## src/pkg/sfch_pkg.sv

```systemverilog
// Shared constants and types of the fieldbus command frame handler.
// Assumes a single core clock domain for the handler and its FIFO.
package sfch_pkg;
    // Frame geometry in bytes.
    localparam int FRAME_LONG = 48;
    localparam int FRAME_SHORT = 32;
    localparam int MAIN_LAST = 31;
    localparam int SUB_FIRST = 32;
    localparam int SUB_LAST = 47;
    // Byte positions inside a frame.
    localparam int IDX_CODE = 0;
    localparam int IDX_WDT = 1;
    localparam int IDX_STAT = 2;
    localparam int IDX_DATA = 4;
    localparam int IDX_HIST = 6;
    // Status byte bit positions.
    localparam int ST_ERR = 0;
    localparam int ST_ALARM = 1;
    localparam int ST_SUB_BAD = 2;
    // Storage sizes.
    localparam int HIST_DEPTH = 4;
    localparam int FIFO_DEPTH = 8;
    // Main command codes.
    localparam logic [7:0] IDLE_COMMAND = 8'h00;
    localparam logic [7:0] PARAM_FETCH_COMMAND = 8'h01;
    localparam logic [7:0] PARAM_STORE_COMMAND = 8'h02;
    localparam logic [7:0] IDENTITY_FETCH_COMMAND = 8'h03;
    localparam logic [7:0] CONFIG_COMMAND = 8'h04;
    localparam logic [7:0] FAULT_REPORT_COMMAND = 8'h05;
    localparam logic [7:0] FAULT_CLEAR_COMMAND = 8'h06;
    // Reset values.
    localparam logic [7:0] WDT_RESET = 8'h00;
    localparam logic [7:0] CODE_RESET = 8'h00;
    localparam logic [3:0] TICK_RESET = 4'h0;

    typedef enum logic [1:0] {
        PH_WAIT,
        PH_ASYNC,
        PH_SYNC
    } sfch_phase_type;

    typedef enum logic [1:0] {
        RS_IDLE,
        RS_HOLD,
        RS_SEND
    } sfch_resp_type;

    typedef struct packed {
        logic last;
        logic [7:0] data;
    } sfch_byte_type;
endpackage

```

## src/core/sfch_fifo.sv

```systemverilog
// Small synchronous FIFO for response bytes.
// Assumes one clock; DEPTH is a power of two.
module sfch_fifo #(
    parameter int WIDTH = 9,
    parameter int DEPTH = 8
) (
    // Clock and reset.
    input wire logic i_core_clk,
    input wire logic i_rst_n,
    // Fill side.
    input wire logic i_in_valid,
    input wire logic [WIDTH-1:0] i_in_data,
    output logic o_in_ready,
    // Drain side.
    output logic o_out_valid,
    output logic [WIDTH-1:0] o_out_data,
    input wire logic i_out_ready
);
    localparam int AW = $clog2(DEPTH);

    logic [WIDTH-1:0] mem_q [DEPTH];
    logic [AW:0] wr_q;
    logic [AW:0] rd_q;
    logic push;
    logic pop;

    // Full when the pointers differ by the depth, empty when equal.
    assign o_in_ready = (wr_q - rd_q) != (AW+1)'(DEPTH);
    assign o_out_valid = wr_q != rd_q;
    assign o_out_data = mem_q[rd_q[AW-1:0]];
    assign push = i_in_valid & o_in_ready;
    assign pop = o_out_valid & i_out_ready;

    always_ff @(posedge i_core_clk or negedge i_rst_n) begin
        if (!i_rst_n) begin
            wr_q <= '0;
            rd_q <= '0;
        end else begin
            if (push) begin
                wr_q <= wr_q + 1'b1;
            end
            if (pop) begin
                rd_q <= rd_q + 1'b1;
            end
        end
    end

    always_ff @(posedge i_core_clk) begin
        if (push) begin
            mem_q[wr_q[AW-1:0]] <= i_in_data;
        end
    end
endmodule

```

## src/core/sfch_frame_handler.sv

```systemverilog
// Slave-side command frame handler: takes command frames, answers them.
// Assumes frame bytes and link events come from logic on the core clock.
// Behaviour
// - With 48-byte frames, bytes 0 to 31 form the main command area.
// - Bytes 32 to 47 form the secondary area, and only limited pairings are taken; the code refuses every non-idle secondary code.
// - With 32-byte frames there is only the main area and no secondary area.
// - Multi-byte response values go out least significant byte first.
// - The device tracks waiting, asynchronous and synchronous link phases.
// - The communication cycle is a whole multiple of the transmission cycle.
// - In synchronous exchange the answer goes out in the next communication cycle.
// - In synchronous exchange the watchdog is bumped and checked every cycle.
// - In asynchronous exchange the answer may come later and the watchdog is not checked.
// - The identity fetch command returns the motor identity.
// - The configuration command makes the stored settings take effect.
// - The fault report command returns the active alarm and the alarm history.
// - The fault clear command clears the active alarm and erases the history.
module sfch_frame_handler
    import sfch_pkg::*;
#(
    parameter logic [31:0] IDENT_VALUE = 32'h0a0b_0c0d,  // Arbitrary value.
    parameter int FDEPTH = FIFO_DEPTH
) (
    // Clock and reset.
    input wire logic i_core_clk,
    input wire logic i_rst_n,
    // Link setup and events.
    input wire logic i_len48,
    input wire logic [3:0] i_comm_mult,
    input wire logic i_tx_tick,
    input wire logic i_link_connect,
    input wire logic i_link_sync,
    input wire logic i_link_release,
    // Command frame in.
    input wire logic i_rx_valid,
    input wire logic [7:0] i_rx_byte,
    input wire logic i_rx_last,
    output logic o_rx_ready,
    // Response frame out.
    output logic o_tx_valid,
    output logic [7:0] o_tx_byte,
    output logic o_tx_last,
    input wire logic i_tx_ready,
    // Alarm source.
    input wire logic i_alarm_set,
    input wire logic [11:0] i_alarm_code,
    // Side effects and status.
    output logic o_cfg_apply,
    output logic o_alarm_clear,
    output logic o_wdt_fault,
    output logic o_frame_err,
    output logic [1:0] o_phase
);
    localparam int HW = $clog2(HIST_DEPTH);

    sfch_phase_type phase_q;
    sfch_resp_type state_q;
    sfch_resp_type state_d;
    logic [5:0] rx_idx_q;
    logic rx_over_q;
    logic [7:0] code_q;
    logic [7:0] mwdt_q;
    logic [7:0] sub_code_q;
    logic [7:0] last_mwdt_q;
    logic have_wdt_q;
    logic [7:0] rsp_code_q;
    logic err_q;
    logic sub_bad_q;
    logic [7:0] dwdt_q;
    logic [3:0] tick_cnt_q;
    logic comm_tick_q;
    logic [5:0] resp_idx_q;
    logic alarm_act_q;
    logic [11:0] alarm_cur_q;
    logic [11:0] hist_q [HIST_DEPTH];
    logic [HW-1:0] hist_wr_q;
    logic [HW:0] hist_cnt_q;
    logic rx_ready_q;
    logic tx_valid_q;
    logic [7:0] tx_byte_q;
    logic tx_last_q;
    logic cfg_apply_q;
    logic alarm_clear_q;
    logic wdt_fault_q;
    logic frame_err_q;
    logic [5:0] flen;
    logic rx_take;
    logic accept;
    logic len_ok;
    logic err_d;
    logic clr_now;
    logic push;
    logic push_last;
    logic [7:0] rsp_byte;
    logic [5:0] hoff;
    sfch_byte_type fifo_in;
    sfch_byte_type fifo_out;
    logic fifo_in_ready;
    logic fifo_out_valid;
    logic fifo_out_ready;

    function automatic logic [5:0] len_of(input logic l48);
        len_of = l48 ? 6'(FRAME_LONG) : 6'(FRAME_SHORT);
    endfunction

    function automatic logic [7:0] le_byte(input logic [31:0] w, input logic [1:0] k);
        le_byte = w[{k, 3'h0} +: 8];
    endfunction

    function automatic logic is_known(input logic [7:0] c);
        is_known = (c == IDLE_COMMAND) || (c == IDENTITY_FETCH_COMMAND) ||
            (c == CONFIG_COMMAND) || (c == FAULT_REPORT_COMMAND) ||
            (c == FAULT_CLEAR_COMMAND);
    endfunction

    assign flen = len_of(i_len48);
    assign rx_take = i_rx_valid & rx_ready_q;
    assign accept = rx_take & i_rx_last;
    assign len_ok = (rx_idx_q == flen - 6'h01) && !rx_over_q;
    assign err_d = !len_ok || !is_known(code_q);
    assign clr_now = accept && !err_d && code_q == FAULT_CLEAR_COMMAND;
    assign push = (state_q == RS_SEND) && fifo_in_ready;
    assign push_last = resp_idx_q == flen - 6'h01;
    assign fifo_in = '{last: push_last, data: rsp_byte};
    assign fifo_out_ready = !tx_valid_q || i_tx_ready;
    assign hoff = resp_idx_q - 6'(IDX_HIST);

    assign o_rx_ready = rx_ready_q;
    assign o_tx_valid = tx_valid_q;
    assign o_tx_byte = tx_byte_q;
    assign o_tx_last = tx_last_q;
    assign o_cfg_apply = cfg_apply_q;
    assign o_alarm_clear = alarm_clear_q;
    assign o_wdt_fault = wdt_fault_q;
    assign o_frame_err = frame_err_q;
    assign o_phase = phase_q;

    // Link phase tracking.
    always_ff @(posedge i_core_clk or negedge i_rst_n) begin
        if (!i_rst_n) begin
            phase_q <= PH_WAIT;
        end else if (i_link_release) begin
            phase_q <= PH_WAIT;
        end else if (phase_q == PH_WAIT && i_link_connect) begin
            phase_q <= PH_ASYNC;
        end else if (phase_q == PH_ASYNC && i_link_sync) begin
            phase_q <= PH_SYNC;
        end
    end

    // Communication cycle from a whole number of transmission ticks.
    always_ff @(posedge i_core_clk or negedge i_rst_n) begin
        if (!i_rst_n) begin
            tick_cnt_q <= TICK_RESET;
            comm_tick_q <= 1'b0;
        end else begin
            comm_tick_q <= 1'b0;
            if (i_tx_tick) begin
                if (i_comm_mult <= 4'h1 || tick_cnt_q >= i_comm_mult - 4'h1) begin
                    tick_cnt_q <= TICK_RESET;
                    comm_tick_q <= 1'b1;
                end else begin
                    tick_cnt_q <= tick_cnt_q + 4'h1;
                end
            end
        end
    end

    // Frame reception and field capture.
    always_ff @(posedge i_core_clk or negedge i_rst_n) begin
        if (!i_rst_n) begin
            rx_idx_q <= '0;
            rx_over_q <= 1'b0;
            code_q <= CODE_RESET;
            mwdt_q <= WDT_RESET;
            sub_code_q <= CODE_RESET;
        end else if (rx_take) begin
            rx_idx_q <= i_rx_last ? 6'h00 : rx_idx_q + 6'h01;
            if (rx_idx_q == 6'(IDX_CODE)) begin
                rx_over_q <= 1'b0;
                sub_code_q <= CODE_RESET;
                code_q <= i_rx_byte;
            end else if (rx_idx_q == 6'(IDX_WDT)) begin
                mwdt_q <= i_rx_byte;
            end else if (rx_idx_q == 6'(SUB_FIRST) && i_len48) begin
                sub_code_q <= i_rx_byte;
            end
            if (rx_idx_q >= flen - 6'h01 && !i_rx_last) begin
                rx_over_q <= 1'b1;
            end
        end
    end

    // Decode of a whole frame.
    always_ff @(posedge i_core_clk or negedge i_rst_n) begin
        if (!i_rst_n) begin
            rsp_code_q <= CODE_RESET;
            err_q <= 1'b0;
            sub_bad_q <= 1'b0;
            cfg_apply_q <= 1'b0;
            frame_err_q <= 1'b0;
        end else begin
            cfg_apply_q <= accept && !err_d && code_q == CONFIG_COMMAND;
            frame_err_q <= accept && !len_ok;
            if (accept) begin
                rsp_code_q <= code_q;
                err_q <= err_d;
                sub_bad_q <= i_len48 && sub_code_q != IDLE_COMMAND;
            end
        end
    end

    // Watchdog values: own count per cycle, master count checked in sync only.
    always_ff @(posedge i_core_clk or negedge i_rst_n) begin
        if (!i_rst_n) begin
            dwdt_q <= WDT_RESET;
            last_mwdt_q <= WDT_RESET;
            have_wdt_q <= 1'b0;
            wdt_fault_q <= 1'b0;
        end else begin
            wdt_fault_q <= 1'b0;
            if (comm_tick_q) begin
                dwdt_q <= dwdt_q + 8'h01;
            end
            if (phase_q != PH_SYNC) begin
                have_wdt_q <= 1'b0;
            end else if (accept && len_ok) begin
                last_mwdt_q <= mwdt_q;
                have_wdt_q <= 1'b1;
                wdt_fault_q <= have_wdt_q && mwdt_q != last_mwdt_q + 8'h01;
            end
        end
    end

    // Active alarm and history; a new alarm wins over a clear.
    always_ff @(posedge i_core_clk or negedge i_rst_n) begin
        if (!i_rst_n) begin
            alarm_act_q <= 1'b0;
            alarm_cur_q <= '0;
            hist_wr_q <= '0;
            hist_cnt_q <= '0;
            alarm_clear_q <= 1'b0;
        end else begin
            alarm_clear_q <= clr_now;
            if (clr_now) begin
                alarm_act_q <= 1'b0;
                alarm_cur_q <= '0;
                hist_cnt_q <= '0;
            end
            if (i_alarm_set) begin
                alarm_act_q <= 1'b1;
                alarm_cur_q <= i_alarm_code;
                hist_wr_q <= hist_wr_q + 1'b1;
                if (clr_now) begin
                    hist_cnt_q <= (HW+1)'(1);
                end else if (hist_cnt_q != (HW+1)'(HIST_DEPTH)) begin
                    hist_cnt_q <= hist_cnt_q + 1'b1;
                end
            end
        end
    end

    always_ff @(posedge i_core_clk) begin
        if (i_alarm_set) begin
            hist_q[hist_wr_q] <= i_alarm_code;
        end
    end

    // Responder sequencing.
    always_comb begin
        state_d = state_q;
        case (state_q)
            RS_IDLE: begin
                if (accept) begin
                    state_d = (phase_q == PH_SYNC) ? RS_HOLD : RS_SEND;
                end
            end
            RS_HOLD: begin
                if (comm_tick_q) begin
                    state_d = RS_SEND;
                end
            end
            RS_SEND: begin
                if (push && push_last) begin
                    state_d = RS_IDLE;
                end
            end
            default: begin
                state_d = RS_IDLE;
            end
        endcase
    end

    always_ff @(posedge i_core_clk or negedge i_rst_n) begin
        if (!i_rst_n) begin
            state_q <= RS_IDLE;
            resp_idx_q <= '0;
            rx_ready_q <= 1'b0;
        end else begin
            state_q <= state_d;
            rx_ready_q <= state_d == RS_IDLE;
            if (push) begin
                resp_idx_q <= push_last ? 6'h00 : resp_idx_q + 6'h01;
            end
        end
    end

    // Response byte at the current index, values least significant byte first.
    always_comb begin
        rsp_byte = 8'h00;
        if (resp_idx_q == 6'(IDX_CODE)) begin
            rsp_byte = rsp_code_q;
        end else if (resp_idx_q == 6'(IDX_WDT)) begin
            rsp_byte = dwdt_q;
        end else if (resp_idx_q == 6'(IDX_STAT)) begin
            rsp_byte[ST_ERR] = err_q;
            rsp_byte[ST_ALARM] = alarm_act_q;
            rsp_byte[ST_SUB_BAD] = sub_bad_q;
        end else if (resp_idx_q == 6'(SUB_FIRST)) begin
            rsp_byte = sub_code_q;
        end else if (err_q || resp_idx_q < 6'(IDX_DATA)) begin
            rsp_byte = 8'h00;
        end else if (rsp_code_q == IDENTITY_FETCH_COMMAND && resp_idx_q < 6'(IDX_HIST + 2)) begin
            rsp_byte = le_byte(IDENT_VALUE, resp_idx_q[1:0]);
        end else if (rsp_code_q == FAULT_REPORT_COMMAND && resp_idx_q < 6'(IDX_HIST)) begin
            rsp_byte = le_byte({20'h0, alarm_cur_q}, {1'b0, resp_idx_q[0]});
        end else if (rsp_code_q == FAULT_REPORT_COMMAND &&
                resp_idx_q < 6'(IDX_HIST + 2 * HIST_DEPTH) &&
                (HW+1)'(hoff[5:1]) < hist_cnt_q) begin
            rsp_byte = le_byte({20'h0, hist_q[hist_wr_q - HW'(1) - hoff[HW:1]]},
                {1'b0, hoff[0]});
        end
    end

    sfch_fifo #(
        .WIDTH($bits(sfch_byte_type)),
        .DEPTH(FDEPTH)
    ) u_fifo (
        .i_core_clk(i_core_clk),
        .i_rst_n(i_rst_n),
        .i_in_valid(state_q == RS_SEND),
        .i_in_data(fifo_in),
        .o_in_ready(fifo_in_ready),
        .o_out_valid(fifo_out_valid),
        .o_out_data(fifo_out),
        .i_out_ready(fifo_out_ready)
    );

    // Output register stage.
    always_ff @(posedge i_core_clk or negedge i_rst_n) begin
        if (!i_rst_n) begin
            tx_valid_q <= 1'b0;
            tx_byte_q <= 8'h00;
            tx_last_q <= 1'b0;
        end else if (fifo_out_ready) begin
            tx_valid_q <= fifo_out_valid;
            tx_byte_q <= fifo_out.data;
            tx_last_q <= fifo_out.last;
        end
    end
endmodule

```

## config.mk

```make
export PLATFORM = sky130hd
export DESIGN_NAME = sfch_frame_handler
export DESIGN_NICKNAME = d
export VERILOG_FILES = /design/src/pkg/sfch_pkg.sv /design/src/core/sfch_fifo.sv /design/src/core/sfch_frame_handler.sv
export SDC_FILE = /design/constraint.sdc
export NUM_CORES = 1
export LEC_CHECK = 0
export BUFFER_PORTS_ARGS = -buffer_cell sky130_fd_sc_hd__buf_2
export CORE_MARGIN = 4
export CORE_UTILIZATION = 30
export DETAILED_ROUTE_END_ITERATION = 8
export PLACE_DENSITY = 0.49
export SLEW_MARGIN = 20
export SYNTH_ARGS = -nofsm -noshare
export SYNTH_HDL_FRONTEND = slang
export SYNTH_HIERARCHICAL = 1
export SYNTH_SLANG_ARGS = --single-unit
```

## constraint.sdc

```tcl
create_clock -name i_core_clk -period 6.7 [get_ports i_core_clk]
set_input_delay 0.335 -clock i_core_clk [delete_from_list [all_inputs] [get_ports i_core_clk]]
set_output_delay 0.335 -clock i_core_clk [all_outputs]
set_load 0.005 [all_outputs]
```

# After elaboration in Yosys (flattened, before gate mapping)
# Memory sizes are Yosys's and may differ from the RTL's. A register that Yosys moved wholly into a read port is not among the register bits.
# Cells that the tools add are included.
# classes
shifts,3
n_lt_le_gt_ge,8
n_eq_ne,23
n_reduce_logical,50
n_addsub,15
mux,44
n_bitwise,6
# ops
op,count
2-to-1 mux 8 bit,10
indexed part select 32 x 5 -> 8 bit,2
"equality test 8 x 3 -> 1 bit, second input constant",4
"indexed part select 32 x 6 -> 8 bit, first input constant",1
2-to-1 mux 12 bit,2
logical AND 1 bit,18
"adder 8 x 1 -> 8 bit, second input constant",2
"equality test 8 x 2 -> 1 bit, second input constant",2
2-to-1 mux 3 bit,5
2-to-1 mux 1 bit,14
2-to-1 mux 2 bit,7
"adder 4 x 1 -> 4 bit, second input constant",3
"adder 6 x 1 -> 6 bit, second input constant",2
"equality test 6 x 1 -> 1 bit, second input constant",2
equality test 6 bit,2
"equality test 6 bit, second input constant",2
logical NOT 6 bit,2
"less-than comparator 6 x 3 -> 1 bit, second input constant",2
"less-than comparator 6 x 4 -> 1 bit, second input constant",2
2-to-1 mux 6 bit,2
2-to-1 mux 5 bit,2
logical NOT 8 bit,1
logical OR 1 bit,8
inequality test 8 bit,1
other kinds (30),51
# word_totals
regBits,105
elab_cells,179
ram_bits,120
memories,2
out_inout_bits,17
# memory_table
memory,words,width,rd,rd_ports_with_merged_regs,wr,line_no,text
u_fifo.mem_q,8,9,1,1,1,sfch_fifo.sv:21,logic [WIDTH-1:0] mem_q [DEPTH];
hist_q,4,12,1,0,1,sfch_frame_handler.sv:74,logic [11:0] hist_q [HIST_DEPTH];

# Logic depth before layout (Yosys ltp)
# Gate-level depths: netlist (run 1).
# logic_depth
word_depth,14
ltp_mapped,11
mapped_depth_nobuf,10

# Modules after synthesis
# Netlist (run 1), hierarchy kept.
# modules_own_cells
module,n_inst,area_each_um2,cells_per_inst
sfch_frame_handler,1,7702.4,667
sfch_fifo,1,3259.4,177

# Worst setup path after synthesis (run 1)
# OpenSTA, ideal clock, no wires.
# synth_timing
path_type,flip-flop to flip-flop
from,register u_fifo.rd_q[1]
to,memory u_fifo.mem_q[2][0] (enable)
stages_incl_launch_ff,8
synth_period_minus_slack_ns,2.895
arrival_ns,2.496
required_ns,6.301
slack_ns,3.805
setup_ns,0.399
path_cell_list,dfrtp_1 clkbuf_1 inv_1 ha_1 nand2b_1 a211o_1 nand3_4 nor4_1
# synth_via
elab_chain_cells,5
# synth_rtl
item,line_no,text
"start, declared",sfch_fifo.sv:23,logic [AW:0] rd_q;
"start signal, assigned",sfch_fifo.sv:43,rd_q <= rd_q + 1'b1;
subtractor 4 bit,sfch_fifo.sv:28,assign o_in_ready = (wr_q - rd_q) != (AW+1)'(DEPTH);
inequality test 4 bit,sfch_fifo.sv:28,
AND 1 bit,sfch_fifo.sv:31,assign push = i_in_valid & o_in_ready;
2-to-1 mux 1 bit,sfch_fifo.sv:49,if (push) begin
2-to-1 mux 1 bit (implied by the code),sfch_fifo.sv:50,mem_q[wr_q[AW-1:0]] <= i_in_data;
"end, declared",sfch_fifo.sv:21,
# Every way passes these cells.

# Worst setup path after layout (run 1)
# layout_timing
from,register resp_idx_q[2]
to,"memory u_fifo.mem_q[7][6], data pin"
# layout_via
elab_chain_cells,12
elab_cells_between_ends,26
cone_classes,2 x add/sub; 5 x order compare; 3 x eq/ne; 1 x shift; 8 x mux; 6 x reduce/logical; 1 x memory
# layout_rtl
item,line_no,text
"start, declared",sfch_frame_handler.sv:71,logic [5:0] resp_idx_q;
"start signal, assigned",sfch_frame_handler.sv:302,resp_idx_q <= push_last ? 6'h00 : resp_idx_q + 6'h01;
subtractor 4 x 3 -> 4 bit,sfch_frame_handler.sv:125,assign hoff = resp_idx_q - 6'(IDX_HIST);
subtractor 2 bit,sfch_frame_handler.sv:329,"rsp_byte = le_byte({20'h0, hist_q[hist_wr_q - HW'(1) - hoff[HW:1]]},"
memory (4 x 12 bit),-,
indexed part select 32 x 5 -> 8 bit,sfch_frame_handler.sv:106,"le_byte = w[{k, 3'h0} +: 8];"
2-to-1 mux 8 bit,sfch_frame_handler.sv:326,end else if (rsp_code_q == FAULT_REPORT_COMMAND &&
2-to-1 mux 8 bit,sfch_frame_handler.sv:324,end else if (rsp_code_q == FAULT_REPORT_COMMAND && resp_idx_q < 6'(IDX_HIST)) begin
2-to-1 mux 8 bit,sfch_frame_handler.sv:322,end else if (rsp_code_q == IDENTITY_FETCH_COMMAND && resp_idx_q < 6'(IDX_HIST + 2)) begin
2-to-1 mux 8 bit,sfch_frame_handler.sv:320,end else if (err_q || resp_idx_q < 6'(IDX_DATA)) begin
2-to-1 mux 8 bit,sfch_frame_handler.sv:318,end else if (resp_idx_q == 6'(SUB_FIRST)) begin
2-to-1 mux 5 bit,sfch_frame_handler.sv:314,end else if (resp_idx_q == 6'(IDX_STAT)) begin
2-to-1 mux 8 bit,sfch_frame_handler.sv:312,end else if (resp_idx_q == 6'(IDX_WDT)) begin
2-to-1 mux 8 bit (*),sfch_frame_handler.sv:310,if (resp_idx_q == 6'(IDX_CODE)) begin
net rsp_byte[6],sfch_frame_handler.sv:93,logic [7:0] rsp_byte;
# Mark *: on every way through the listed nets, which the timed path passes. The rest lies on a longest branch.

==> results of run 1 <==
==> layer usage <==
metal	track usage, %	share of wire [%]
met1	17.5	47
met2	20.6	48
met3	1.87	3.6
met4	3.27	2.0
met5	0	0
==> metrics by stage <==
stage | std cells | power, mW | hold WS [ps]
after floorplan | 844 | 3.89 | 39.4
after global placement | 1335 | 4.50 | 441
after detailed placement | 1335 | 4.52 | 445
after CTS | 1385 | 5.89 | 15.8
after global routing | 1385 | 6.21 | 41.1
final | 1385 | 5.80 | 44.4
==> cells by family after synthesis <==
logic type      Yosys count  share of synthesized area (%)
xor+xnor                 38                           3.30
mux                      81                           11.1
flops                   234                           58.9
compound gates          125                           8.01
fa+ha+maj                33                           3.77
simple gates            261                           12.0
buf+inv                  72                           2.91
==> tightest hold or removal path, stage by stage <==
cell and delay, ps:
buf_2 90, nand2_1 40, a21oi_1 50
==> cells in the mapped netlist, types with 7 or more instances <==
cell	number	area [um^2]
o31ai_1	16	120
and3_1	7	43.8
dfrtp_1	114	2850
clkbuf_1	13	48.8
nor2_1	26	97.6
ha_1	33	413
buf_2	9	45.0
and2_1	10	62.6
edfxtp_1	120	3600
o21ai_0	32	160
mux2_2	40	450
nand2b_1	14	87.6
nand3_1	26	130
nand4_1	12	75.1
xnor2_1	28	245
nand2_1	117	439
inv_1	39	146
xor2_1	8	70.1
mux2i_1	12	120
mux4_2	28	631
nor4_1	9	56.3
a21oi_1	20	100
nor3_1	12	60.1
==> worst max path at each step <==
| stage | start | end |
|---|---|---|
| floorplan | u_fifo/rd_q[1]$_DFFE_PN0P_ | u_fifo/mem_q[2][0]$_DFFE_PP_ |
| global placement | resp_idx_q[1]$_DFFE_PN0P_ | u_fifo/mem_q[0][6]$_DFFE_PP_ |
| detailed placement | resp_idx_q[2]$_DFFE_PN0P_ | u_fifo/mem_q[4][0]$_DFFE_PP_ |
| CTS | resp_idx_q[2]$_DFFE_PN0P_ | u_fifo/mem_q[1][0]$_DFFE_PP_ |
| global route | resp_idx_q[2]$_DFFE_PN0P_ | u_fifo/mem_q[2][6]$_DFFE_PP_ |
| finish | resp_idx_q[2]$_DFFE_PN0P_ | u_fifo/mem_q[7][6]$_DFFE_PP_ |
==> what timing repair did <==
item | CTS | global route
resized for setup | 0 | 0
hold endpoints to repair | 54 | 0
setup endpoints to repair | 0 | 0
hold buffers | 2 | 0
==> sequential cells by signal, summed over array words and instances, names as in the netlist, 6 cells and up <==
| name | count |
|---|---|
| rx_idx_q | 6 |
| mwdt_q | 8 |
| rsp_code_q | 8 |
| last_mwdt_q | 8 |
| u_fifo/mem_q | 72 |
| hist_q | 48 |
| alarm_cur_q | 12 |
| resp_idx_q | 6 |
| dwdt_q | 8 |
| code_q | 8 |
| o_tx_byte | 8 |
| sub_code_q | 8 |
==> final cells by class <==
cell class | instances | area share [%]
clock buffers | 37 | 5.75
clock inverters | 11 | 0.617
inverters | 42 | 1.25
multi-input cells | 538 | 33.7
flip-flops and latches | 234 | 51.4
well taps | 461 | 4.59
repair buffers | 62 | 2.75
==> power by group through the flow <==
| stage | combinational, mW | sequential (mW) | clock [mW] |
|---|---|---|---|
| floorplan | 1.70 | 2.19 | 0 |
| global placement | 2.11 | 2.39 | 0 |
| detailed placement | 2.12 | 2.39 | 0 |
| CTS | 2.13 | 2.37 | 1.40 |
| global route | 2.34 | 2.42 | 1.45 |
| finish | 2.09 | 2.36 | 1.35 |
==> flow_metrics.env, run 1 <==
export IMPL_synth_async_sr_flop_share_pct=48.7
export IMPL_clk_latency_ps=520
export IMPL_tightest_slew_ps=952
export IMPL_pin_count=52
export IMPL_worstReg2RegStart="resp_idx_q[2]$_DFFE_PN0P_"
export IMPL_initial_core_util_pct=30.6
export IMPL_critPathKind="reg2reg"
export IMPL_netlist_area_um2=11000
export IMPL_cts_root_buf="clkbuf_16"
export IMPL_antennaDiodeCount=0
export IMPL_cp_data_arrival_time_ps=3590
export IMPL_internal_power_mw=3.73
export IMPL_dpl_hpwl_mm=17.3
export IMPL_rrSetupSlack_ps=3320
export IMPL_p_per_area_nw_per_um2=462
export IMPL_routed_via_density=4.90
export IMPL_multi_input_area_um2=4230
export IMPL_drt_iter0_drc=452
export IMPL_nets=972
export IMPL_critPathBufInv=0
export IMPL_slowest_stage="a21oi_1"
export IMPL_setup_tns_ps=0
export IMPL_syn_avg_cell_area_um2=13.0
export IMPL_rows=69
export IMPL_grt_pass1_wl_mm=39.6
export IMPL_drv_cap=0
export IMPL_fill_cells=3494
export IMPL_die_x_um=199
export IMPL_grt_total_usage_pct=12.6
export IMPL_grt_pass1_vias=7016
export IMPL_postSynthRegisterBits=234
export IMPL_slowest_delay_ps=620
export IMPL_wl_mm=25.1
export IMPL_rsz0062_at_grt="false"
export IMPL_hold_depth=3
export IMPL_coreArea_um2=35800
export IMPL_place_congestion=0.880
export IMPL_crit_cells=8
export IMPL_hp_start="i_link_connect"
export IMPL_synth_ff_type="edfxtp_1"
export IMPL_clkPwrFrac_pct=23.3
export IMPL_comb_power_share_pct=36.0
export IMPL_max_slew_margin_pct=36.5
export IMPL_layout_min_cycle_time_ps=3380
export IMPL_utilization_pct=35.1
export IMPL_area_growth_pct=14.6
export IMPL_pwr_share_seq_pct=40.7
export IMPL_clkSlewWorstSetupHoldPaths_ps=60
export IMPL_crit_chain="ha_1 -> xnor2_1 -> ha_1 -> a2111oi_4 -> o211ai_1 -> nor4b_4 -> nand3_1 -> a21oi_1"
export IMPL_grt_max_degree=63
export IMPL_r2r_cells=8
export IMPL_endpoint_kind="flop"
export IMPL_ys_types=77
export IMPL_die_area_um2=39700
export IMPL_finalHoldViolCount=0
export IMPL_drtAntennaViolNets=0
export IMPL_critPathTopFamily="compound AO/OA/AOI/OAI gates"
export IMPL_start_kind="flop"
export IMPL_maxSlewViolCount=0
export IMPL_antenna_found_initial=0
export IMPL_cts_setup_buffers=0
export IMPL_vias=6782
export IMPL_fin_area_um2=12600
export IMPL_cts_tree="yes"
export IMPL_crit_path_frequent_cell="ha_1"
export IMPL_layout_commonest_cell="edfxtp_1"
export IMPL_grt_overflow=0
export IMPL_layout_common_cells="edfxtp_1 (120), nand2_1 (117), dfrtp_1 (114)"
export IMPL_whs_endpoint="o_phase[0]$_DFFE_PN0P_"
export IMPL_yosysSeqAreaShare_pct=58.9
export IMPL_finalCritPeriodShare_pct=50.4
export IMPL_finClkSkew_ps=8.27
export IMPL_fmax_mhz=296
export IMPL_wl_per_cell_um=18.1
export IMPL_placedInstanceArea_um2=11700
export IMPL_cts_sinks=234
export IMPL_fin_ws_ps=3320
export IMPL_r2r_end="u_fifo/mem_q[7][6]$_DFFE_PP_"
export IMPL_hold_class="in2reg"
export IMPL_vdd_drop_max_uv=183
export IMPL_clk_path_buf_depth=3
export IMPL_synth_edf_count=120
export IMPL_power_switching_mw=2.08
export IMPL_die_h_um=199
export IMPL_p_leak_nw=5.00
export IMPL_drive_gt1_share_pct=20.9
export IMPL_status="finished clean"
export IMPL_drt_pass1_iterations=4
export IMPL_place_ws_ps=3320
export IMPL_synth_nets=912
export IMPL_cts_buffers=26
export IMPL_synth_cells=844
export IMPL_switching_share_pct=35.8
export IMPL_synth_warnings=6
export IMPL_path_max_fanout=9
export IMPL_portBuffers=51
export IMPL_register_area_um2=6460
export IMPL_drc_errors=0
export IMPL_htree_levels=1
export IMPL_crit_required_ps=6920
export IMPL_setup_violations=0
Power figures use the tool's default switching activity.
==> run 2: changes to the inputs <==
--- a/config.mk
+++ b/config.mk
@@ -5,11 +5,12 @@
 export SDC_FILE = /design/constraint.sdc
 export NUM_CORES = 1
 export LEC_CHECK = 0
+export ABC_AREA = 1
 export BUFFER_PORTS_ARGS = -buffer_cell sky130_fd_sc_hd__buf_2
 export CORE_MARGIN = 4
 export CORE_UTILIZATION = 30
 export DETAILED_ROUTE_END_ITERATION = 8
-export PLACE_DENSITY = 0.49
+export PLACE_DENSITY = 0.5
 export SLEW_MARGIN = 20
 export SYNTH_ARGS = -nofsm -noshare
 export SYNTH_HDL_FRONTEND = slang
==> constraint.sdc (replaced) <==
create_clock -name i_core_clk -period 2.85 [get_ports i_core_clk]
set_input_delay 0.1425 -clock i_core_clk [delete_from_list [all_inputs] [get_ports i_core_clk]]
set_output_delay 0.1425 -clock i_core_clk [all_outputs]
set_load 0.005 [all_outputs]
==> flow_metrics.env, run 2 <==
export IMPL_drtAntennaViolNets=0
export IMPL_synth_edf_count=120
export IMPL_grt_total_usage_pct=13.3
export IMPL_power_switching_mw=5.11
export IMPL_drc_errors=0
export IMPL_ys_types=46
export IMPL_synth_nets=1205
export IMPL_layout_commonest_cell="nand2_1"
export IMPL_die_h_um=199
export IMPL_syn_avg_cell_area_um2=9.67
export IMPL_r2r_end="u_fifo/mem_q[2][4]$_DFFE_PP_"
export IMPL_wl_per_cell_um=15.1
export IMPL_cts_buffers=28
export IMPL_yosysTopAreaCellShare_pct=32.8
export IMPL_fin_area_um2=13200
export IMPL_tightest_slew_ps=743
export IMPL_finalHoldViolCount=0
export IMPL_netlist_area_um2=11000
export IMPL_postSynthRegisterBits=234
export IMPL_start_kind="flop"
export IMPL_critPathKind="reg2reg"
export IMPL_netlist_top_cells_area="edfxtp_1 (33%), dfrtp_1 (26%), nand2_1 (7.3%)"
export IMPL_antennaDiodeCount=0
export IMPL_vias=7966
export IMPL_rsz0062_at_grt="false"
export IMPL_synth_top_area_cell="edfxtp_1"
export IMPL_placedInstanceArea_um2=11900
export IMPL_place_inst=1650
export IMPL_r2r_cells=13
export IMPL_setup_violations=0
export IMPL_yosysSeqAreaShare_pct=58.7
export IMPL_crit_required_ps=3190
export IMPL_cts_sinks=234
export IMPL_initial_core_util_pct=30.7
export IMPL_endpoint_kind="flop"
export IMPL_synth_warnings=6
export IMPL_internal_power_mw=8.39
export IMPL_multi_input_area_um2=3860
export IMPL_area_growth_pct=19.8
export IMPL_status="finished clean"
export IMPL_dpl_hpwl_mm=17.8
export IMPL_p_per_area_nw_per_um2=1030
export IMPL_clk_path_buf_depth=3
export IMPL_synth_async_sr_flop_share_pct=48.7
export IMPL_p_leak_nw=5.78
export IMPL_critPathBufInv=1
export IMPL_drt_iter0_drc=474
export IMPL_pwr_share_seq_pct=37.9
export IMPL_pin_count=52
export IMPL_finClkSkew_ps=18.3
export IMPL_drv_cap=0
export IMPL_drt_pass1_iterations=5
export IMPL_finalCritPeriodShare_pct=92.4
export IMPL_nets=1315
export IMPL_drive_gt1_share_pct=13.5
export IMPL_cp_endpoint="u_fifo/mem_q[2][4]$_DFFE_PP_"
export IMPL_setup_tns_ps=0
export IMPL_routed_via_density=4.60
export IMPL_die_area_um2=39800
export IMPL_synth_cells=1137
export IMPL_yosysMostFrequentCell="nand2_1"
export IMPL_cts_tree="yes"
export IMPL_synth_ff_type="edfxtp_1"
export IMPL_crit_chain="ha_1 -> ha_1 -> nand2_1 -> nand2_1 -> nand2_1 -> nand3_1 -> nor2_4 -> nand3_1 -> o21ai_0 -> nand2_1 -> o211ai_1 -> o21ai_0 -> inv_1"
export IMPL_coreArea_um2=35800
export IMPL_hold_class="in2reg"
export IMPL_path_max_fanout=8
export IMPL_largest_reg_flops=72
export IMPL_grt_pass1_wl_mm=42.7
export IMPL_grt_max_degree=53
export IMPL_maxSlewViolCount=0
export IMPL_cp_data_arrival_time_ps=2980
export IMPL_register_area_um2=6460
export IMPL_fmax_mhz=380
export IMPL_slowest_stage="dfrtp_1"
export IMPL_clk_latency_ps=550
export IMPL_crit_start="resp_idx_q[1]$_DFFE_PN0P_"
export IMPL_fin_cells=1730
export IMPL_comb_power_share_pct=35.8
export IMPL_portBuffers=51
export IMPL_ys_top_cells_by_count="nand2_1 (214), nor2_1 (152), inv_1 (134)"
export IMPL_worstReg2RegStart="resp_idx_q[1]$_DFFE_PN0P_"
export IMPL_layout_common_cells="nand2_1 (210), nor2_1 (152), inv_1 (134)"
export IMPL_crit_cells=13
export IMPL_place_congestion=0.840
export IMPL_rrSetupSlack_ps=220
export IMPL_cts_root_buf="clkbuf_16"
export IMPL_clkPwrFrac_pct=26.4
export IMPL_grt_overflow=0
export IMPL_layout_min_cycle_time_ps=2630
export IMPL_crit_path_frequent_cell="nand2_1"
export IMPL_critPathTopFamily="simple AND/OR/NAND/NOR gates"
export IMPL_vdd_drop_max_uv=524
export IMPL_wl_mm=26.2
export IMPL_switching_share_pct=37.8
export IMPL_clkSlewWorstSetupHoldPaths_ps=60
export IMPL_htree_levels=1
export IMPL_die_x_um=199
export IMPL_grt_pass1_vias=8014
export IMPL_rows=69
export IMPL_max_slew_margin_pct=50.5
export IMPL_fill_cells=3569
export IMPL_slowest_delay_ps=460
export IMPL_antenna_found_initial=0
[run 2: logic make-up after synthesis]
| kind of cell | count (synthesis) | share of synthesized area, % |
|---|---|---|
| muxes | 10 | 1.02 |
| xor gates and xnor gates | 28 | 2.23 |
| adders and majority gates | 33 | 3.76 |
| AOI/OAI and AO/OA | 191 | 9.78 |
| and+or+nand+nor | 469 | 18.2 |
| DFF | 234 | 58.7 |
| buffers and inverters | 172 | 6.27 |
[run 2: power groups by stage]
| stage | Clock, mW | Combinational (mW) | Sequential [mW] |
|---|---|---|---|
| floorplan | 0 | 3.44 | 5.02 |
| global placement | 0 | 4.79 | 5.17 |
| detailed placement | 0 | 4.84 | 5.18 |
| CTS | 3.66 | 4.89 | 5.12 |
| global route | 3.82 | 5.54 | 5.22 |
| finish | 3.56 | 4.83 | 5.12 |
[run 2: worst min path at each step]
stage | start | endpoint | slack (ps) | cells after the start
after floorplan | i_rst_n | alarm_act_q$_DFFE_PN0P_ | -150 | 0
after global routing | i_alarm_set | alarm_cur_q[0]$_DFFE_PN0P_ | 80 | 3
after CTS | i_alarm_set | alarm_cur_q[6]$_DFFE_PN0P_ | 50 | 3
after global placement | i_rst_n | o_tx_byte[3]$_DFFE_PN0P_ | 240 | 1
final | i_alarm_set | alarm_cur_q[6]$_DFFE_PN0P_ | 60 | 3
after detailed placement | i_rst_n | o_tx_byte[3]$_DFFE_PN0P_ | 230 | 1
[run 2: through the flow]
stage	total power, mW	util [%]	hold WS (ps)	worst slack (ps)
floorplan	8.46	-	-153	540
CTS	13.7	36.7	49.5	171
global route	14.6	36.7	83.1	36.1
detailed placement	10.0	33.3	228	186
global placement	9.96	33.3	244	238
finish	13.5	36.7	55.2	216
[run 2: metal layers]
layer | GRT usage (%) | part of all wire, % | up-vias
met5 | 0 | 0 | -
met4 | 3.40 | 2.3 | 0
met3 | 1.79 | 3.7 | 41
met2 | 21.8 | 46 | 127
met1 | 18.7 | 48 | 3779
li1 | - | - | 4019
[run 2: area by class of cell]
class	instances	area share, %
inverter	141	4.02
sequential	234	49.0
clock inverter	16	1.05
timing repair buffer	111	6.20
multi-input combinational	731	29.3
clock buffer	36	6.02
tap	461	4.38
[run 2: repair_timing]
| item | 4_1_cts | 5_1_grt |
|---|---|---|
| hold endpoints to repair | 142 | 0 |
| gates resized for setup | 0 | 4 |
| setup buffers | 0 | 0 |
| hold buffers | 28 | 0 |
| setup endpoints to repair | 0 | 56 |
[run 2: worst reg2reg max path: stages (launching register included)]
cell	delay, ps
dfrtp_1	460
ha_1	380
ha_1	290
nand2_1	70
nand2_1	40
nand2_1	70
nand3_1	120
nor2_4	200
nand3_1	110
o21ai_0	120
nand2_1	90
o211ai_1	90
o21ai_0	180
inv_1	240
==> run 3: changes to the inputs <==
--- a/config.mk
+++ b/config.mk
@@ -6,13 +6,11 @@
 export NUM_CORES = 1
 export LEC_CHECK = 0
 export ABC_AREA = 1
-export BUFFER_PORTS_ARGS = -buffer_cell sky130_fd_sc_hd__buf_2
-export CORE_MARGIN = 4
 export CORE_UTILIZATION = 30
 export DETAILED_ROUTE_END_ITERATION = 8
-export PLACE_DENSITY = 0.5
+export DONT_BUFFER_PORTS = 1
+export PLACE_DENSITY = 0.49
 export SLEW_MARGIN = 20
 export SYNTH_ARGS = -nofsm -noshare
 export SYNTH_HDL_FRONTEND = slang
-export SYNTH_HIERARCHICAL = 1
 export SYNTH_SLANG_ARGS = --single-unit
==> flow_metrics.env, run 3 <==
export IMPL_status="finished with violations"
export IMPL_violations="design-rule violations"
export IMPL_fin_area_um2=12800
export IMPL_clk_path_buf_depth=3
export IMPL_power_switching_mw=5.00
export IMPL_vias=7586
export IMPL_crit_path_frequent_cell="nand2_1"
export IMPL_slowest_stage="dfrtp_1"
export IMPL_nets=1216
export IMPL_ys_top_cells_by_count="nand2_1 (189), nor2_1 (137), edfxtp_1 (120)"
export IMPL_cp_data_arrival_time_ps=2950
export IMPL_utilization_pct=36.0
export IMPL_pwr_share_seq_pct=39.1
export IMPL_yosys_area_share_xor_xnor_pct=2.66
export IMPL_synth_edf_count=120
export IMPL_coreArea_um2=35700
export IMPL_synth_cells=1090
export IMPL_slowest_delay_ps=460
export IMPL_drt_pass1_iterations=7
export IMPL_die_area_um2=37000
export IMPL_cts_buffers=28
export IMPL_synth_async_sr_flop_share_pct=48.7
export IMPL_die_x_um=192
export IMPL_setup_tns_ps=0
export IMPL_cts_tree="yes"
export IMPL_grt_total_usage_pct=14.7
export IMPL_synth_top_family_by_area="simple AND/OR/NAND/NOR gates"
export IMPL_layout_common_cells="nand2_1 (187), nor2_1 (137), edfxtp_1 (120)"
export IMPL_wl_per_cell_um=16.0
export IMPL_drv_cap=0
export IMPL_area_growth_pct=17.8
export IMPL_synth_ff_type="edfxtp_1"
export IMPL_place_inst=1544
export IMPL_initial_core_util_pct=30.5
export IMPL_finalCritPeriodShare_pct=91.9
export IMPL_yosys_area_share_simple_pct=18.2
export IMPL_synth_nets=1158
export IMPL_start_kind="flop"
export IMPL_finalHoldViolCount=0
export IMPL_fmax_mhz=382
export IMPL_tightest_slew_ps=904
export IMPL_internal_power_mw=8.23
export IMPL_rsz0062_at_grt="false"
export IMPL_p_per_area_nw_per_um2=1030
export IMPL_drc_errors=22
export IMPL_antenna_found_initial=1
export IMPL_netlist_area_um2=10900
export IMPL_drive_gt1_share_pct=10.5
export IMPL_cts_sinks=234
export IMPL_max_slew_margin_pct=39.5
export IMPL_grt_max_degree=115
export IMPL_clkSlewWorstSetupHoldPaths_ps=60
export IMPL_placedInstanceArea_um2=11500
export IMPL_endpoint_kind="flop"
export IMPL_hold_class="in2reg"
export IMPL_portBuffers=0
export IMPL_layout_commonest_cell="nand2_1"
export IMPL_vdd_drop_max_uv=483
export IMPL_htree_levels=1
export IMPL_setup_violations=0
export IMPL_drt_iter0_drc=453
export IMPL_routed_via_density=4.65
export IMPL_netlist_top_cells_area="edfxtp_1 (33%), dfrtp_1 (26%), nand2_1 (6.5%)"
export IMPL_synth_compound_area_share_pct=9.66
export IMPL_synthMuxAreaShare_pct=0.862
export IMPL_yosysTopAreaCellShare_pct=33.1
export IMPL_ys_types=49
export IMPL_holdWs_ps=64.2
export IMPL_fin_ws_ps=230
export IMPL_yosysSeqAreaShare_pct=59.3
export IMPL_crit_chain="ha_1 -> ha_1 -> nand2_1 -> nand2_1 -> nand2_1 -> nand3_2 -> nor2_4 -> nand3_1 -> nand3_1 -> nand2_1 -> nand2_1 -> nand2_1 -> nand2_1 -> nand2_1 -> nand2_1"
export IMPL_place_congestion=0.808
export IMPL_clkPwrFrac_pct=26.3
export IMPL_wl_mm=26.0
export IMPL_total_power_mw=13.2
export IMPL_grt_pass1_wl_mm=42.3
export IMPL_place_ws_ps=68.7
export IMPL_grt_pass1_vias=7670
export IMPL_p_leak_nw=5.44
export IMPL_synth_warnings=0
export IMPL_cts_setup_buffers=0
export IMPL_fin_cells=1632
export IMPL_synth_top_area_cell="edfxtp_1"
export IMPL_dpl_hpwl_mm=17.5
export IMPL_r2r_cells=15
export IMPL_critPathKind="reg2reg"
export IMPL_largest_reg_flops=72
export IMPL_finClkSkew_ps=32.7
export IMPL_pin_count=52
export IMPL_layout_min_cycle_time_ps=2620
export IMPL_die_h_um=192
export IMPL_syn_avg_cell_area_um2=9.99
export IMPL_grt_overflow=0
export IMPL_yosysMostFrequentCell="nand2_1"
export IMPL_postSynthRegisterBits=234
export IMPL_comb_power_share_pct=34.6
export IMPL_path_max_fanout=8
export IMPL_switching_share_pct=37.8
export IMPL_synthAdderAreaFrac_pct=3.79
export IMPL_clk_latency_ps=560
export IMPL_hold_depth=5
export IMPL_rows=69
export IMPL_cts_root_buf="clkbuf_16"
export IMPL_fill_cells=3582
export IMPL_drtAntennaViolNets=0
export IMPL_maxSlewViolCount=0
export IMPL_crit_required_ps=3180
[run 3: changes by cell type after synthesis, moves of 4 or more]
cell / before / now
a21oi_1: 32 / 27
nand2_1: 214 / 189
nor2_1: 152 / 137
inv_1: 134 / 105
clkbuf_1: 12 / 20
mux2_2: 10 / 5
o22ai_1: 19 / 6
o221ai_1: 0 / 16
xnor2_1: 7 / 13
nand3_1: 60 / 70
nand4_1: 12 / 8
nand2_2: 2 / 6
[run 3: repair_timing]
| action | 4_1_cts | 5_1_grt |
|---|---|---|
| hold buffers | 35 | 0 |
| resized for setup | 0 | 4 |
| endpoints found under the setup margin | 0 | 40 |
| hold endpoints to repair | 228 | 0 |
[run 3: worst paths after layout]
path,from,to,slack (ps)
hold reg to reg,code_q[3]$_DFFE_PN0P_,rsp_code_q[3]$_DFFE_PN0P_,480
setup reg to reg,resp_idx_q[1]$_DFFE_PN0P_,u_fifo.mem_q[7][2]$_DFFE_PP_,230
setup / recovery,resp_idx_q[1]$_DFFE_PN0P_,u_fifo.mem_q[7][2]$_DFFE_PP_,230
min in group asynchronous,i_rst_n,o_rx_ready$_DFF_PN0_,290
hold / removal,i_comm_mult[0],tick_cnt_q[0]$_DFFE_PN0P_,60
max in group asynchronous,i_rst_n,alarm_cur_q[11]$_DFFE_PN0P_,2100
[run 3: final cells by class]
class / count / area [um^2] / share of cell area, %
flip-flops and latches: 234 / 6460 / 50.3
multi-input cells: 704 / 3840 / 29.9
clock buffers: 38 / 768 / 5.99
repair buffers: 62 / 596 / 4.64
well taps: 461 / 577 / 4.50
inverters: 118 / 445 / 3.47
clock inverters: 13 / 140 / 1.09
diodes: 2 / 5.00 / 0.0390
[run 3: power by group through the flow]
stage / Sequential, mW / Combinational (mW) / Clock (mW)
2_1_floorplan: 5.05 / 3.27 / 0
3_3_place_gp: 5.23 / 4.44 / 0
3_5_place_dp: 5.24 / 4.47 / 0
4_1_cts: 5.18 / 4.62 / 3.58
5_1_grt: 5.30 / 5.29 / 3.73
6_report: 5.17 / 4.57 / 3.49
[run 3: layer usage]
| metal | up-vias | track usage [%] | wire [um] | part of all wire, % |
|---|---|---|---|---|
| li1 | 3795 | - | - | - |
| met1 | 3625 | 19.7 | 12500 | 48 |
| met2 | 119 | 24.4 | 12100 | 46 |
| met3 | 47 | 2.42 | 897 | 3.4 |
| met4 | 0 | 4.36 | 615 | 2.4 |
| met5 | - | 0 | 0 | 0 |
[run 3: critical path, delay by kind of cell (launching register included)]
family                   cells  cell delay (ps)
adder cells (fa/ha/maj)      2              660
flip-flops                   1              460
AND/OR/NAND/NOR             13             1290
[run 3: kinds of logic (layout without fill, tap and decap cells)]
kind of cell               Yosys count  count (layout)
DFF                                234             234
AOI/OAI and AO/OA                  182             182
muxes                                8               8
adders and majority gates           33              33
and+or+nand+nor                    448             448
buffers and inverters              152             231
other                                0               2
xor gates and xnor gates            33              33
